## config.mk

```make
export PLATFORM = sky130hd
export DESIGN_NAME = sfer_reporter
export DESIGN_NICKNAME = d
export VERILOG_FILES = /design/src/sfer_pkg.sv /design/src/sfer_timer.sv /design/src/sfer_reporter.sv
export SDC_FILE = /design/constraint.sdc
export NUM_CORES = 1
export LEC_CHECK = 0
export ABC_AREA = 1
export BUFFER_PORTS_ARGS = -buffer_cell sky130_fd_sc_hd__buf_2
export CAP_MARGIN = 10
export CELL_PAD_IN_SITES_DETAIL_PLACEMENT = 1
export CELL_PAD_IN_SITES_GLOBAL_PLACEMENT = 2
export CORE_MARGIN = 2
export CORE_UTILIZATION = 29
export CTS_CLUSTER_SIZE = 24
export DETAILED_ROUTE_END_ITERATION = 12
export PLACE_DENSITY = 0.92
export REMOVE_ABC_BUFFERS = 1
export SETUP_SLACK_MARGIN = 0.05
export SYNTH_ARGS = -nofsm -noshare
export SYNTH_HDL_FRONTEND = slang
export SYNTH_HIERARCHICAL = 1
export SYNTH_SLANG_ARGS = --single-unit
```

## constraint.sdc

```tcl
create_clock -name ref_clk -period 3.1 [get_ports ref_clk]
set_input_delay 0.31 -clock ref_clk [delete_from_list [all_inputs] [get_ports ref_clk]]
set_output_delay 0.31 -clock ref_clk [all_outputs]
set_load 0.005 [all_outputs]
```

## src/sfer_pkg.sv

```systemverilog
// Package of codes, states and timing constants for the serial link fatal error reporter
package sfer_pkg;
  // Minor error codes
  localparam logic [7:0] CODE_NONE = 8'h00;
  localparam logic [7:0] CODE_INACT = 8'h20;
  localparam logic [7:0] CODE_PARITY = 8'h21;
  localparam logic [7:0] CODE_BCC = 8'h22;
  localparam logic [7:0] CODE_FRAME = 8'h23;
  localparam logic [7:0] CODE_BAD_TYPE = 8'h24;
  localparam logic [7:0] CODE_ATT_LEN = 8'h25;
  localparam logic [7:0] CODE_UNEXP_TYPE = 8'h26;
  localparam logic [7:0] CODE_BREAK2 = 8'h27;
  localparam logic [7:0] CODE_TX_RETRY = 8'h28;
  localparam logic [7:0] CODE_RX_NAK = 8'h29;
  localparam logic [7:0] CODE_NOT_ACK = 8'h2A;
  localparam logic [7:0] CODE_SEQ = 8'h2B;
  localparam logic [7:0] CODE_LEN = 8'h2C;
  localparam logic [7:0] CODE_ACK_TO = 8'h2D;
  localparam logic [7:0] CODE_RESP_TO = 8'h2E;
  localparam logic [7:0] CODE_BUF_TO = 8'h2F;
  localparam logic [7:0] CODE_TX_TO = 8'h30;
  localparam logic [7:0] CODE_SRP = 8'h31;
  localparam logic [7:0] CODE_REQ_TO = 8'h32;
  localparam logic [7:0] CODE_BREAK = 8'h33;
  localparam logic [7:0] CODE_PIGGY = 8'h35;
  localparam logic [7:0] CODE_ID = 8'h36;
  localparam logic [7:0] CODE_DLEN = 8'h37;
  localparam logic [7:0] CODE_RCODE = 8'h38;
  localparam logic [7:0] CODE_BIG = 8'h39;
  // Fatal range bounds
  localparam logic [7:0] FATAL_LO = 8'h20;
  localparam logic [7:0] FATAL_HI = 8'h76;
  // Retry and size limits
  localparam logic [1:0] MAX_RETRY = 2'h2;
  localparam logic [15:0] MAX_FAST_DATA = 16'h03E8;
  localparam logic [7:0] RESP_OFFSET = 8'h80;
  // Identifier length in bytes
  localparam int ID_BYTES = 8;
  // Timer unit: a one-millisecond tick from the 50 MHz clock
  localparam int CLK_HZ = 50000000;
  localparam int TICK_US = 1000;
  localparam int TICK_CYCLES = CLK_HZ / 1000000 * TICK_US;
  localparam int TIMER_W = 16;
  // Protocol phase, one-hot
  typedef enum logic [5:0] {
    SFER_IDLE = 6'h01,
    SFER_ATTACH = 6'h02,
    SFER_SESSION = 6'h04,
    SFER_ACK_WAIT = 6'h08,
    SFER_RESP_WAIT = 6'h10,
    SFER_BUF_WAIT = 6'h20
  } sfer_phase_e;
  // Received message kinds
  typedef enum logic [3:0] {
    MSG_ATTACH = 4'h0,
    MSG_ATTACH_RESP = 4'h1,
    MSG_DATAGRAM = 4'h2,
    MSG_ACK = 4'h3,
    MSG_NAK = 4'h4,
    MSG_RESPONSE = 4'h5,
    MSG_BUFFER = 4'h6,
    MSG_REQUEST = 4'h7,
    MSG_INVALID = 4'hF
  } sfer_msg_e;
endpackage : sfer_pkg

```

## src/sfer_timer.sv

```systemverilog
// Interval down-counter that pulses when a loaded interval runs out
`timescale 1ns/1ps
`default_nettype none
module sfer_timer (
  // Clock and reset
  input wire logic ref_clk,
  input wire logic resetn,
  // Control
  input wire logic tick,
  input wire logic start,
  input wire logic stop,
  input wire logic [sfer_pkg::TIMER_W-1:0] interval,
  // Result
  output logic expired
);
  import sfer_pkg::*;
  logic [TIMER_W-1:0] count;
  logic running;

  // Load on start, count ticks, pulse once at zero
  always_ff @(posedge ref_clk or negedge resetn) begin
    if (!resetn) begin
      count <= '0;
      running <= 1'b0;
      expired <= 1'b0;
    end else begin
      expired <= 1'b0;
      if (start) begin
        count <= interval;
        running <= (interval != '0);
      end else if (stop) begin
        running <= 1'b0;
      end else if (running && tick) begin
        if (count <= 1) begin
          running <= 1'b0;
          expired <= 1'b1;
        end else begin
          count <= count - 1'b1;
        end
      end
    end
  end
endmodule : sfer_timer
`default_nettype wire

```

## src/sfer_reporter.sv

```systemverilog
// Fatal error detector and minor status reporter for the serial link protocol
// Summary of operation
// - Codes 32 to 118 drop the session
// - Slave inactivity timeout reports 20h
// - Attach line errors report 21h, 22h, 23h
// - Attach type or length faults report 24h-26h
// - Slave second break awaiting attach reports 27h
// - Retransmit on NAK twice, then 28h
// - NAK received message twice, then 29h
// - Non-acknowledge while awaiting acknowledge reports 2Ah
// - Unexpected message in state reports 2Bh
// - Bad next-message-length reports 2Ch
// - No acknowledge in interval reports 2Dh
// - Master response timeout reports 2Eh
// - Buffer message timeout reports 2Fh
// - Transmit blocked reports 30h
// - Slave service handler silence reports 31h
// - Command request time limit reports 32h
// - Break aborts transfer, reports 33h
// - Bad piggyback status reports 35h
// - Slave identifier check, else 36h
// - Master response length mismatch reports 37h
// - Fast response code must equal request plus 80h
// - Fast response over 1000 bytes discarded, 39h
`timescale 1ns/1ps
`default_nettype none
module sfer_reporter (
  // Clock and reset
  input wire logic ref_clk,
  input wire logic resetn,
  // Configuration
  input wire logic is_master,
  input wire logic [sfer_pkg::TIMER_W-1:0] inactivity_interval,
  input wire logic [sfer_pkg::TIMER_W-1:0] acknowledge_interval,
  input wire logic [sfer_pkg::TIMER_W-1:0] response_interval,
  input wire logic [sfer_pkg::TIMER_W-1:0] buffer_interval,
  input wire logic [sfer_pkg::TIMER_W-1:0] request_interval,
  input wire logic [sfer_pkg::TIMER_W-1:0] output_interval,
  // Command request side
  input wire logic command_request_start,
  input wire logic command_request_attach,
  input wire logic command_request_done,
  input wire logic [63:0] slave_id,
  input wire logic piggyback_bad,
  input wire logic [7:0] request_code,
  input wire logic [15:0] expected_length,
  // Received message events
  input wire logic rx_valid,
  input wire logic [3:0] rx_kind,
  input wire logic rx_fast,
  input wire logic rx_parity_err,
  input wire logic rx_bcc_err,
  input wire logic rx_frame_err,
  input wire logic rx_len_bad,
  input wire logic [7:0] rx_resp_code,
  input wire logic [15:0] rx_data_length,
  input wire logic rx_break,
  // Transmit side
  input wire logic tx_request,
  input wire logic tx_done,
  input wire logic sent_message,
  // Service request handler
  input wire logic service_pending,
  input wire logic service_reply,
  // Actions and status
  output logic tx_retransmit,
  output logic tx_nak,
  output logic rx_discard,
  output logic abort,
  output logic session_up,
  output logic [7:0] error_code,
  output logic error_fatal,
  output logic command_request_complete
);
  import sfer_pkg::*;

  // Identifier check: 0-7 ASCII bytes of 20h-7Fh then null, rest zero; all zero is legal
  function automatic logic id_ok(input logic [63:0] id);
    logic seen_null;
    logic ok;
    seen_null = 1'b0;
    ok = 1'b1;
    for (int i = 0; i < ID_BYTES; i++) begin
      if (id[i*8 +: 8] == 8'h00) begin
        seen_null = 1'b1;
      end else if (seen_null || id[i*8+7] || id[i*8 +: 8] < 8'h20) begin
        ok = 1'b0;
      end
    end
    return ok && seen_null;
  endfunction : id_ok

  // Fatal range test
  function automatic logic is_fatal(input logic [7:0] code);
    return (code >= FATAL_LO) && (code <= FATAL_HI);
  endfunction : is_fatal

  sfer_phase_e phase;
  sfer_phase_e next_phase;
  logic [7:0] next_code;
  logic [1:0] tx_retries;
  logic [1:0] rx_naks;
  logic [$clog2(TICK_CYCLES)-1:0] div;
  logic tick;
  logic break_seen;
  logic busy;
  logic [5:0] expired;
  logic [5:0] t_start;
  logic [5:0] t_stop;
  logic [TIMER_W-1:0] t_interval [6];
  logic awaiting_attach;
  logic line_err;

  // One-millisecond tick divider
  always_ff @(posedge ref_clk or negedge resetn) begin
    if (!resetn) begin
      div <= '0;
    end else if (div == $clog2(TICK_CYCLES)'(TICK_CYCLES - 1)) begin
      div <= '0;
    end else begin
      div <= div + 1'b1;
    end
  end
  assign tick = (div == $clog2(TICK_CYCLES)'(TICK_CYCLES - 1));

  assign awaiting_attach = (phase == SFER_ATTACH);
  assign line_err = rx_parity_err | rx_bcc_err | rx_frame_err;

  // Timer set: 0 inactivity, 1 acknowledge, 2 response, 3 buffer, 4 request, 5 output
  assign t_interval[0] = inactivity_interval;
  assign t_interval[1] = acknowledge_interval;
  assign t_interval[2] = response_interval;
  assign t_interval[3] = buffer_interval;
  assign t_interval[4] = request_interval;
  assign t_interval[5] = output_interval;
  // Inactivity restarts on every message while slave session open
  assign t_start[0] = !is_master && rx_valid && (phase != SFER_IDLE);
  assign t_stop[0] = (phase == SFER_IDLE) || is_master;
  assign t_start[1] = sent_message;
  assign t_stop[1] = rx_valid && (rx_kind == MSG_ACK || rx_kind == MSG_NAK);
  assign t_start[2] = is_master && rx_valid && rx_kind == MSG_ACK && phase == SFER_ACK_WAIT;
  assign t_stop[2] = rx_valid && rx_kind == MSG_RESPONSE;
  assign t_start[3] = next_phase == SFER_BUF_WAIT && phase != SFER_BUF_WAIT;
  assign t_stop[3] = rx_valid && rx_kind == MSG_BUFFER;
  assign t_start[4] = command_request_start;
  assign t_stop[4] = command_request_done || !busy;
  assign t_start[5] = tx_request;
  assign t_stop[5] = tx_done;

  genvar g;
  generate
    for (g = 0; g < 6; g++) begin : g_timer
      sfer_timer u_timer (
        .ref_clk(ref_clk),
        .resetn(resetn),
        .tick(tick),
        .start(t_start[g]),
        .stop(t_stop[g]),
        .interval(t_interval[g]),
        .expired(expired[g])
      );
    end
  endgenerate

  // Error selection and phase decision, first cause wins
  always_comb begin
    next_code = CODE_NONE;
    next_phase = phase;
    if (rx_break && awaiting_attach && break_seen && !is_master) begin
      next_code = CODE_BREAK2;
    end else if (rx_break && (phase == SFER_ACK_WAIT || phase == SFER_RESP_WAIT || phase == SFER_BUF_WAIT)) begin
      next_code = CODE_BREAK;
    end else if (command_request_start && command_request_attach && piggyback_bad) begin
      next_code = CODE_PIGGY;
    end else if (command_request_start && command_request_attach && !id_ok(slave_id)) begin
      next_code = CODE_ID;
    end else if (expired[5]) begin
      next_code = CODE_TX_TO;
    end else if (expired[4]) begin
      next_code = CODE_REQ_TO;
    end else if (expired[0]) begin
      next_code = CODE_INACT;
    end else if (!is_master && service_pending && !service_reply && expired[1]) begin
      next_code = CODE_SRP;
    end else if (expired[1]) begin
      next_code = CODE_ACK_TO;
    end else if (expired[2] && is_master) begin
      next_code = CODE_RESP_TO;
    end else if (expired[3]) begin
      next_code = CODE_BUF_TO;
    end else if (rx_valid && awaiting_attach) begin
      if (rx_parity_err) begin
        next_code = CODE_PARITY;
      end else if (rx_bcc_err) begin
        next_code = CODE_BCC;
      end else if (rx_frame_err) begin
        next_code = CODE_FRAME;
      end else if (rx_kind == MSG_INVALID) begin
        next_code = CODE_BAD_TYPE;
      end else if (rx_len_bad) begin
        next_code = CODE_ATT_LEN;
      end else if (rx_kind != MSG_ATTACH && rx_kind != MSG_ATTACH_RESP && rx_kind != MSG_DATAGRAM) begin
        next_code = CODE_UNEXP_TYPE;
      end else begin
        next_phase = SFER_SESSION;
      end
    end else if (rx_valid && line_err) begin
      if (rx_naks == MAX_RETRY) begin
        next_code = CODE_RX_NAK;
      end
    end else if (rx_valid && phase == SFER_ACK_WAIT) begin
      if (rx_kind == MSG_NAK && tx_retries == MAX_RETRY) begin
        next_code = CODE_TX_RETRY;
      end else if (rx_kind == MSG_ACK) begin
        next_phase = is_master ? SFER_RESP_WAIT : SFER_SESSION;
      end else if (rx_kind != MSG_NAK) begin
        next_code = CODE_NOT_ACK;
      end
    end else if (rx_valid && rx_len_bad) begin
      next_code = CODE_LEN;
    end else if (rx_valid && phase == SFER_RESP_WAIT) begin
      if (rx_kind != MSG_RESPONSE) begin
        next_code = CODE_SEQ;
      end else if (rx_fast && rx_data_length > MAX_FAST_DATA) begin
        next_code = CODE_BIG;
      end else if (rx_fast && rx_resp_code != request_code + RESP_OFFSET) begin
        next_code = CODE_RCODE;
      end else if (is_master && rx_data_length != expected_length) begin
        next_code = CODE_DLEN;
      end else begin
        next_phase = SFER_BUF_WAIT;
      end
    end else if (rx_valid && phase == SFER_BUF_WAIT) begin
      if (rx_kind == MSG_BUFFER) begin
        next_phase = SFER_SESSION;
      end else begin
        next_code = CODE_SEQ;
      end
    end else if (rx_valid && phase == SFER_SESSION) begin
      if (rx_kind == MSG_ACK || rx_kind == MSG_NAK || rx_kind == MSG_ATTACH_RESP) begin
        next_code = CODE_SEQ;
      end
    end else if (sent_message && phase != SFER_IDLE && phase != SFER_ATTACH) begin
      next_phase = SFER_ACK_WAIT;
    end else if (command_request_start && (command_request_attach || (rx_valid && rx_fast))) begin
      next_phase = SFER_ATTACH;
    end
    if (is_fatal(next_code)) begin
      next_phase = SFER_IDLE;
    end
  end

  // Protocol phase register
  always_ff @(posedge ref_clk or negedge resetn) begin
    if (!resetn) begin
      phase <= SFER_IDLE;
    end else begin
      case (phase)
        SFER_IDLE, SFER_ATTACH, SFER_SESSION, SFER_ACK_WAIT, SFER_RESP_WAIT, SFER_BUF_WAIT: begin
          phase <= next_phase;
        end
        default: begin
          phase <= SFER_IDLE;
        end
      endcase
    end
  end

  // Break memory while waiting for attach
  always_ff @(posedge ref_clk or negedge resetn) begin
    if (!resetn) begin
      break_seen <= 1'b0;
    end else if (!awaiting_attach) begin
      break_seen <= 1'b0;
    end else if (rx_break) begin
      break_seen <= 1'b1;
    end
  end

  // Retry counters for our sends and for peer retransmissions
  always_ff @(posedge ref_clk or negedge resetn) begin
    if (!resetn) begin
      tx_retries <= '0;
      rx_naks <= '0;
    end else begin
      if (rx_valid && phase == SFER_ACK_WAIT && rx_kind == MSG_ACK) begin
        tx_retries <= '0;
      end else if (rx_valid && phase == SFER_ACK_WAIT && rx_kind == MSG_NAK && tx_retries != MAX_RETRY) begin
        tx_retries <= tx_retries + 1'b1;
      end else if (next_phase == SFER_IDLE) begin
        tx_retries <= '0;
      end
      if (rx_valid && line_err && !awaiting_attach && rx_naks != MAX_RETRY) begin
        rx_naks <= rx_naks + 1'b1;
      end else if ((rx_valid && !line_err) || next_phase == SFER_IDLE) begin
        rx_naks <= '0;
      end
    end
  end

  // Action pulses toward the link
  always_ff @(posedge ref_clk or negedge resetn) begin
    if (!resetn) begin
      tx_retransmit <= 1'b0;
      tx_nak <= 1'b0;
      rx_discard <= 1'b0;
      abort <= 1'b0;
    end else begin
      tx_retransmit <= rx_valid && phase == SFER_ACK_WAIT && rx_kind == MSG_NAK && next_code == CODE_NONE;
      tx_nak <= rx_valid && line_err && !awaiting_attach && next_code == CODE_NONE;
      rx_discard <= next_code == CODE_BIG;
      abort <= next_code == CODE_BREAK;
    end
  end

  // Status hold until next request; completion flag
  always_ff @(posedge ref_clk or negedge resetn) begin
    if (!resetn) begin
      error_code <= CODE_NONE;
      error_fatal <= 1'b0;
      busy <= 1'b0;
      command_request_complete <= 1'b0;
      session_up <= 1'b0;
    end else begin
      session_up <= next_phase != SFER_IDLE && next_phase != SFER_ATTACH;
      command_request_complete <= 1'b0;
      if (next_code != CODE_NONE) begin
        error_code <= next_code;
        error_fatal <= is_fatal(next_code);
        command_request_complete <= busy || command_request_start;
        busy <= 1'b0;
      end else if (command_request_start) begin
        error_code <= CODE_NONE;
        error_fatal <= 1'b0;
        busy <= 1'b1;
      end else if (busy && command_request_done) begin
        command_request_complete <= 1'b1;
        busy <= 1'b0;
      end
    end
  end
endmodule : sfer_reporter
`default_nettype wire

```

==> flow_summary_export.csv <==
group,metric,value,unit
critical_path,worstPathCellList,"inv_2 -> nand2_4 -> nor3_4 -> buf_4 -> inv_2 -> nand3_2 -> nand2_2 -> inv_4 -> nor2_4 -> nand3_4 -> nor2_2 -> nand2_1 -> nand2_1 -> nand2_2 -> nor2_2 -> nand3_2 -> nor3_4 -> inv_2 -> buf_12 -> o21ai_2 -> a21oi_2 -> nor2_1 -> nand2_1 -> nand2_1",
synth,synth_cell_type_count,46,
synth,synthFlopType,"dfrtp_1",
synth,syn_inst,1945,
clock_tree,cts-root-buf,"clkbuf_16",
clock_tree,ctsLongestPathBuffers,2,
final_layout,syn2layout_area_growth,23.6,%
synth,seq_area_frac_synth,31.4,%
final_layout,final_common_cell,"nand2_1",
critical_path,cp_max_fo,7,
grt,grt_pass1_wl,69.1,mm
critical_path,cp_common_cell,"nand2_1",
synth,synthesis.area,11900,um^2
synth,synth_seq_cells,149,
final_layout,final_cell_mix,"nand2_1, nor2_1, nand3_1",
clock_tree,clk_latency,0.45,ns
critical_path,crit_slowest_cell,"dfstp_2",
worst_hold_path,hp-class,"in2reg",
clock_tree,cts_made_buffers,17,
clock_tree,clkSinkCount,149,
status,outcome,"complete, no violations",
detailed_routing,vias,13500,
pwr,p_int,0.00422,W
grt,grt_pass1_vias,14000,
synth,synth_edf_count,0,
place,hpwlAfterDp,33.4,mm
pwr,clkPwrFrac,29.7,%
pwr,vdd_drop_max,366,uV
die,start_util,29.2,%
sta,fmax,336,MHz
die,row_count,74,
die,io_pins,246,
die,die_area,42600,um^2
run,drv_cap,0,
sta,skew,0.0129,ns
detailed_routing,wl_per_cell,15.5,um
clock_tree,cts.htree.levels,4,
critical_path,max_stage_delay,0.57,ns
critical_path,crit_arrival,3.36,ns
detailed_routing,drc,0,
pwr,p_per_area,479,nW/um^2
grt,grt_start_max_net_pins,69,
sta,tightestPinTransition,0.845,ns
final_layout,nNetsFinal,2466,
critical_path,start_kind,"flip-flop",
clock_tree,cts.reportedPaths.clkPinSlew,0.07,ns
synth,async_flop_share,100,%
grt,gr-total-overflow,0,
pwr,sequentialPowerShare,35.3,%
pwr,combPwrFrac,35.0,%
detailed_routing,first_pass_iters,5,
synth,yosysWarnings,6,
final_layout,drive_above_1_share,19.6,%
place,portBuffers,243,
sta,finalMaxSlewViolations,0,
final_layout,seqCellArea,3730,um^2
pwr,power_leakage,7.91,nW
pwr,p_sw,0.00282,W
sta,hold-worst-slack,0.0971,ns
critical_path,end_kind,"flip-flop",
final_layout,multi_input_area,7290,um^2
detailed_routing,routed_wl,43.0,mm
die,core_area,40600,um^2
place,place_congestion,0.877,
die,die_x,206,um
sta,max_slew_margin,43.6,%
critical_path,cp.required,3.48,ns
detailed_routing,ant_nets,0,
clock_tree,cts_tree,"done",
critical_path,cp_num_buf_inv,6,
final_layout,num-fill-cells,5412,
pwr,switching_share,40.0,%
sta,finalSetupViolCount,0,
final_layout,utilization,36.2,%
detailed_routing,vias_per_cell,4.88,
sta,finalHoldViolations,0,
critical_path,cpLargestDelayFamily,"simple AND/OR/NAND/NOR gates",
sta,finalCritPeriodShare,96.1,%
detailed_routing,first_iter_violations,635,
critical_path,path_class,"reg2reg",
sta,period_needed,2.98,ns
grt,antenna_found_initial,3,
grt,grt_use_total,20.1,%
synth,avgSynthCellArea,6.11,um^2
die,fp.dieH,206,um
sta,rsz0062_at_grt,"true",
==> cell usage after synthesis (6+ instances only) <==
| cell type | number | area, um^2 |
|---|---|---|
| ha_1 | 15 | 188 |
| inv_2 | 15 | 56.3 |
| nand3_1 | 261 | 1310 |
| nand4_1 | 17 | 106 |
| nand3b_1 | 18 | 135 |
| inv_1 | 195 | 732 |
| o21ai_0 | 57 | 285 |
| xnor2_1 | 7 | 61.3 |
| nor4_1 | 25 | 156 |
| nor2_2 | 32 | 200 |
| nand2_2 | 21 | 131 |
| nor2_1 | 283 | 1060 |
| dfrtp_1 | 148 | 3700 |
| buf_6 | 6 | 67.6 |
| a21oi_1 | 32 | 160 |
| o21ai_1 | 9 | 45.0 |
| o21bai_1 | 7 | 52.6 |
| xor2_1 | 19 | 166 |
| nor3_1 | 18 | 90.1 |
| nand3_4 | 7 | 123 |
| buf_2 | 18 | 90.1 |
| nand2_1 | 696 | 2610 |
==> per-stage QoR <==
stage / setup WS [ns] / TNS (ns) / instances / total power (W) / instance area, um^2
after detailed placement: 0.0692 / 0 / 2713 / 0.00488 / 13800
final: 0.122 / 0 / 2768 / 0.00705 / 14700
after global routing: -0.0650 / -0.260 / 2767 / 0.00760 / 14700
after global placement: 0.126 / 0 / 2713 / 0.00478 / 13800
after CTS: 0.0663 / 0 / 2746 / 0.00703 / 14400
after floorplan: -0.560 / -8.27 / 1913 / 0.00401 / 11700
==> final cells by class <==
type                       instances  share of cell area (%)
multi-input combinational       1554                    49.6
sequential                       149                    25.4
timing repair buffer             287                    11.1
inverter                         211                    5.47
tap                              532                    4.53
clock buffer                      17                    2.90
clock inverter                    15                   0.962
antenna                            3                  0.0511
==> path summary, 6_finish.rpt <==
check | cells past startpoint | to | from | slack [ns]
setup / recovery | 24 | g_timer[3].u_timer/count[3] | phase[0] | 0.12
setup reg to reg | 24 | g_timer[3].u_timer/count[3] | phase[0] | 0.12
max in group asynchronous | 3 | g_timer[2].u_timer/count[6] | resetn | 1.86
hold / removal | 3 | g_timer[4].u_timer/count[7] | request_interval[7] | 0.1
hold reg to reg | 1 | div[0] | div[0] | 0.46
min in group asynchronous | 2 | g_timer[3].u_timer/count[9] | resetn | 0.47
==> kinds of logic (layout without fill, tap and decap cells) <==
logic type / after synthesis / in the layout / synth area share, %
compound gates: 115 / 115 / 5.32
flops: 149 / 149 / 31.4
simple gates: 1395 / 1396 / 51.4
xor+xnor: 26 / 26 / 1.92
other cells: 1 / 5 / 0.0316
buf+inv: 244 / 530 / 8.35
fa+ha+maj: 15 / 15 / 1.58
==> sequential cells by signal, indices dropped and copies added, names as in the netlist <==
signal and flops:
g_timer.u_timer/count 96, div 16, error_code 6, g_timer.u_timer/expired 6, g_timer.u_timer/running 6, phase 6
rx_naks 2, tx_retries 2, abort 1, break_seen 1, busy 1, command_request_complete 1
error_fatal 1, rx_discard 1, session_up 1, tx_nak 1, tx_retransmit 1
==> routing by layer <==
layer  GRT usage, %  vias up  wire length (um)  share of wire [%]
met5              0        -                11              0.026
met4           4.52        2               562                1.3
met3           3.11       26              1750                4.1
met2           35.7      243             21200                 49
met1           25.5     6507             19400                 45
li1               -     6740                 -                  -
==> power groups by stage <==
stage / Combinational (W) / Sequential, W / Clock (W)
after detailed placement: 0.00236 / 0.00252 / 0
after CTS: 0.00238 / 0.00248 / 0.00217
after global placement: 0.00228 / 0.00250 / 0
after floorplan: 0.00157 / 0.00244 / 0
after global routing: 0.00283 / 0.00253 / 0.00224
final: 0.00246 / 0.00249 / 0.00209
==> worst register-to-register path: stages, from the launching register on <==
cell     delay [ns]
dfstp_2        0.57
inv_2          0.06
nand2_4        0.08
nor3_4         0.06
buf_4          0.14
inv_2          0.06
nand3_2        0.08
nand2_2        0.11
inv_4          0.04
nor2_4         0.20
nand3_4        0.13
nor2_2         0.13
nand2_1        0.05
nand2_1        0.08
nand2_2        0.08
nor2_2         0.10
nand3_2        0.09
nor3_4         0.26
inv_2          0.13
buf_12         0.16
o21ai_2        0.06
a21oi_2        0.04
nor2_1         0.10
nand2_1        0.05
nand2_1        0.06
==> what timing repair did <==
action	in CTS	in global routing
setup buffers	0	17
cloned	0	3
hold buffers	1	0
endpoints found under the setup margin	8	18
pin swaps	0	13
endpoints found under the hold margin	65	0
gates resized for setup	2	35
(Power assumes the default switching activity.)
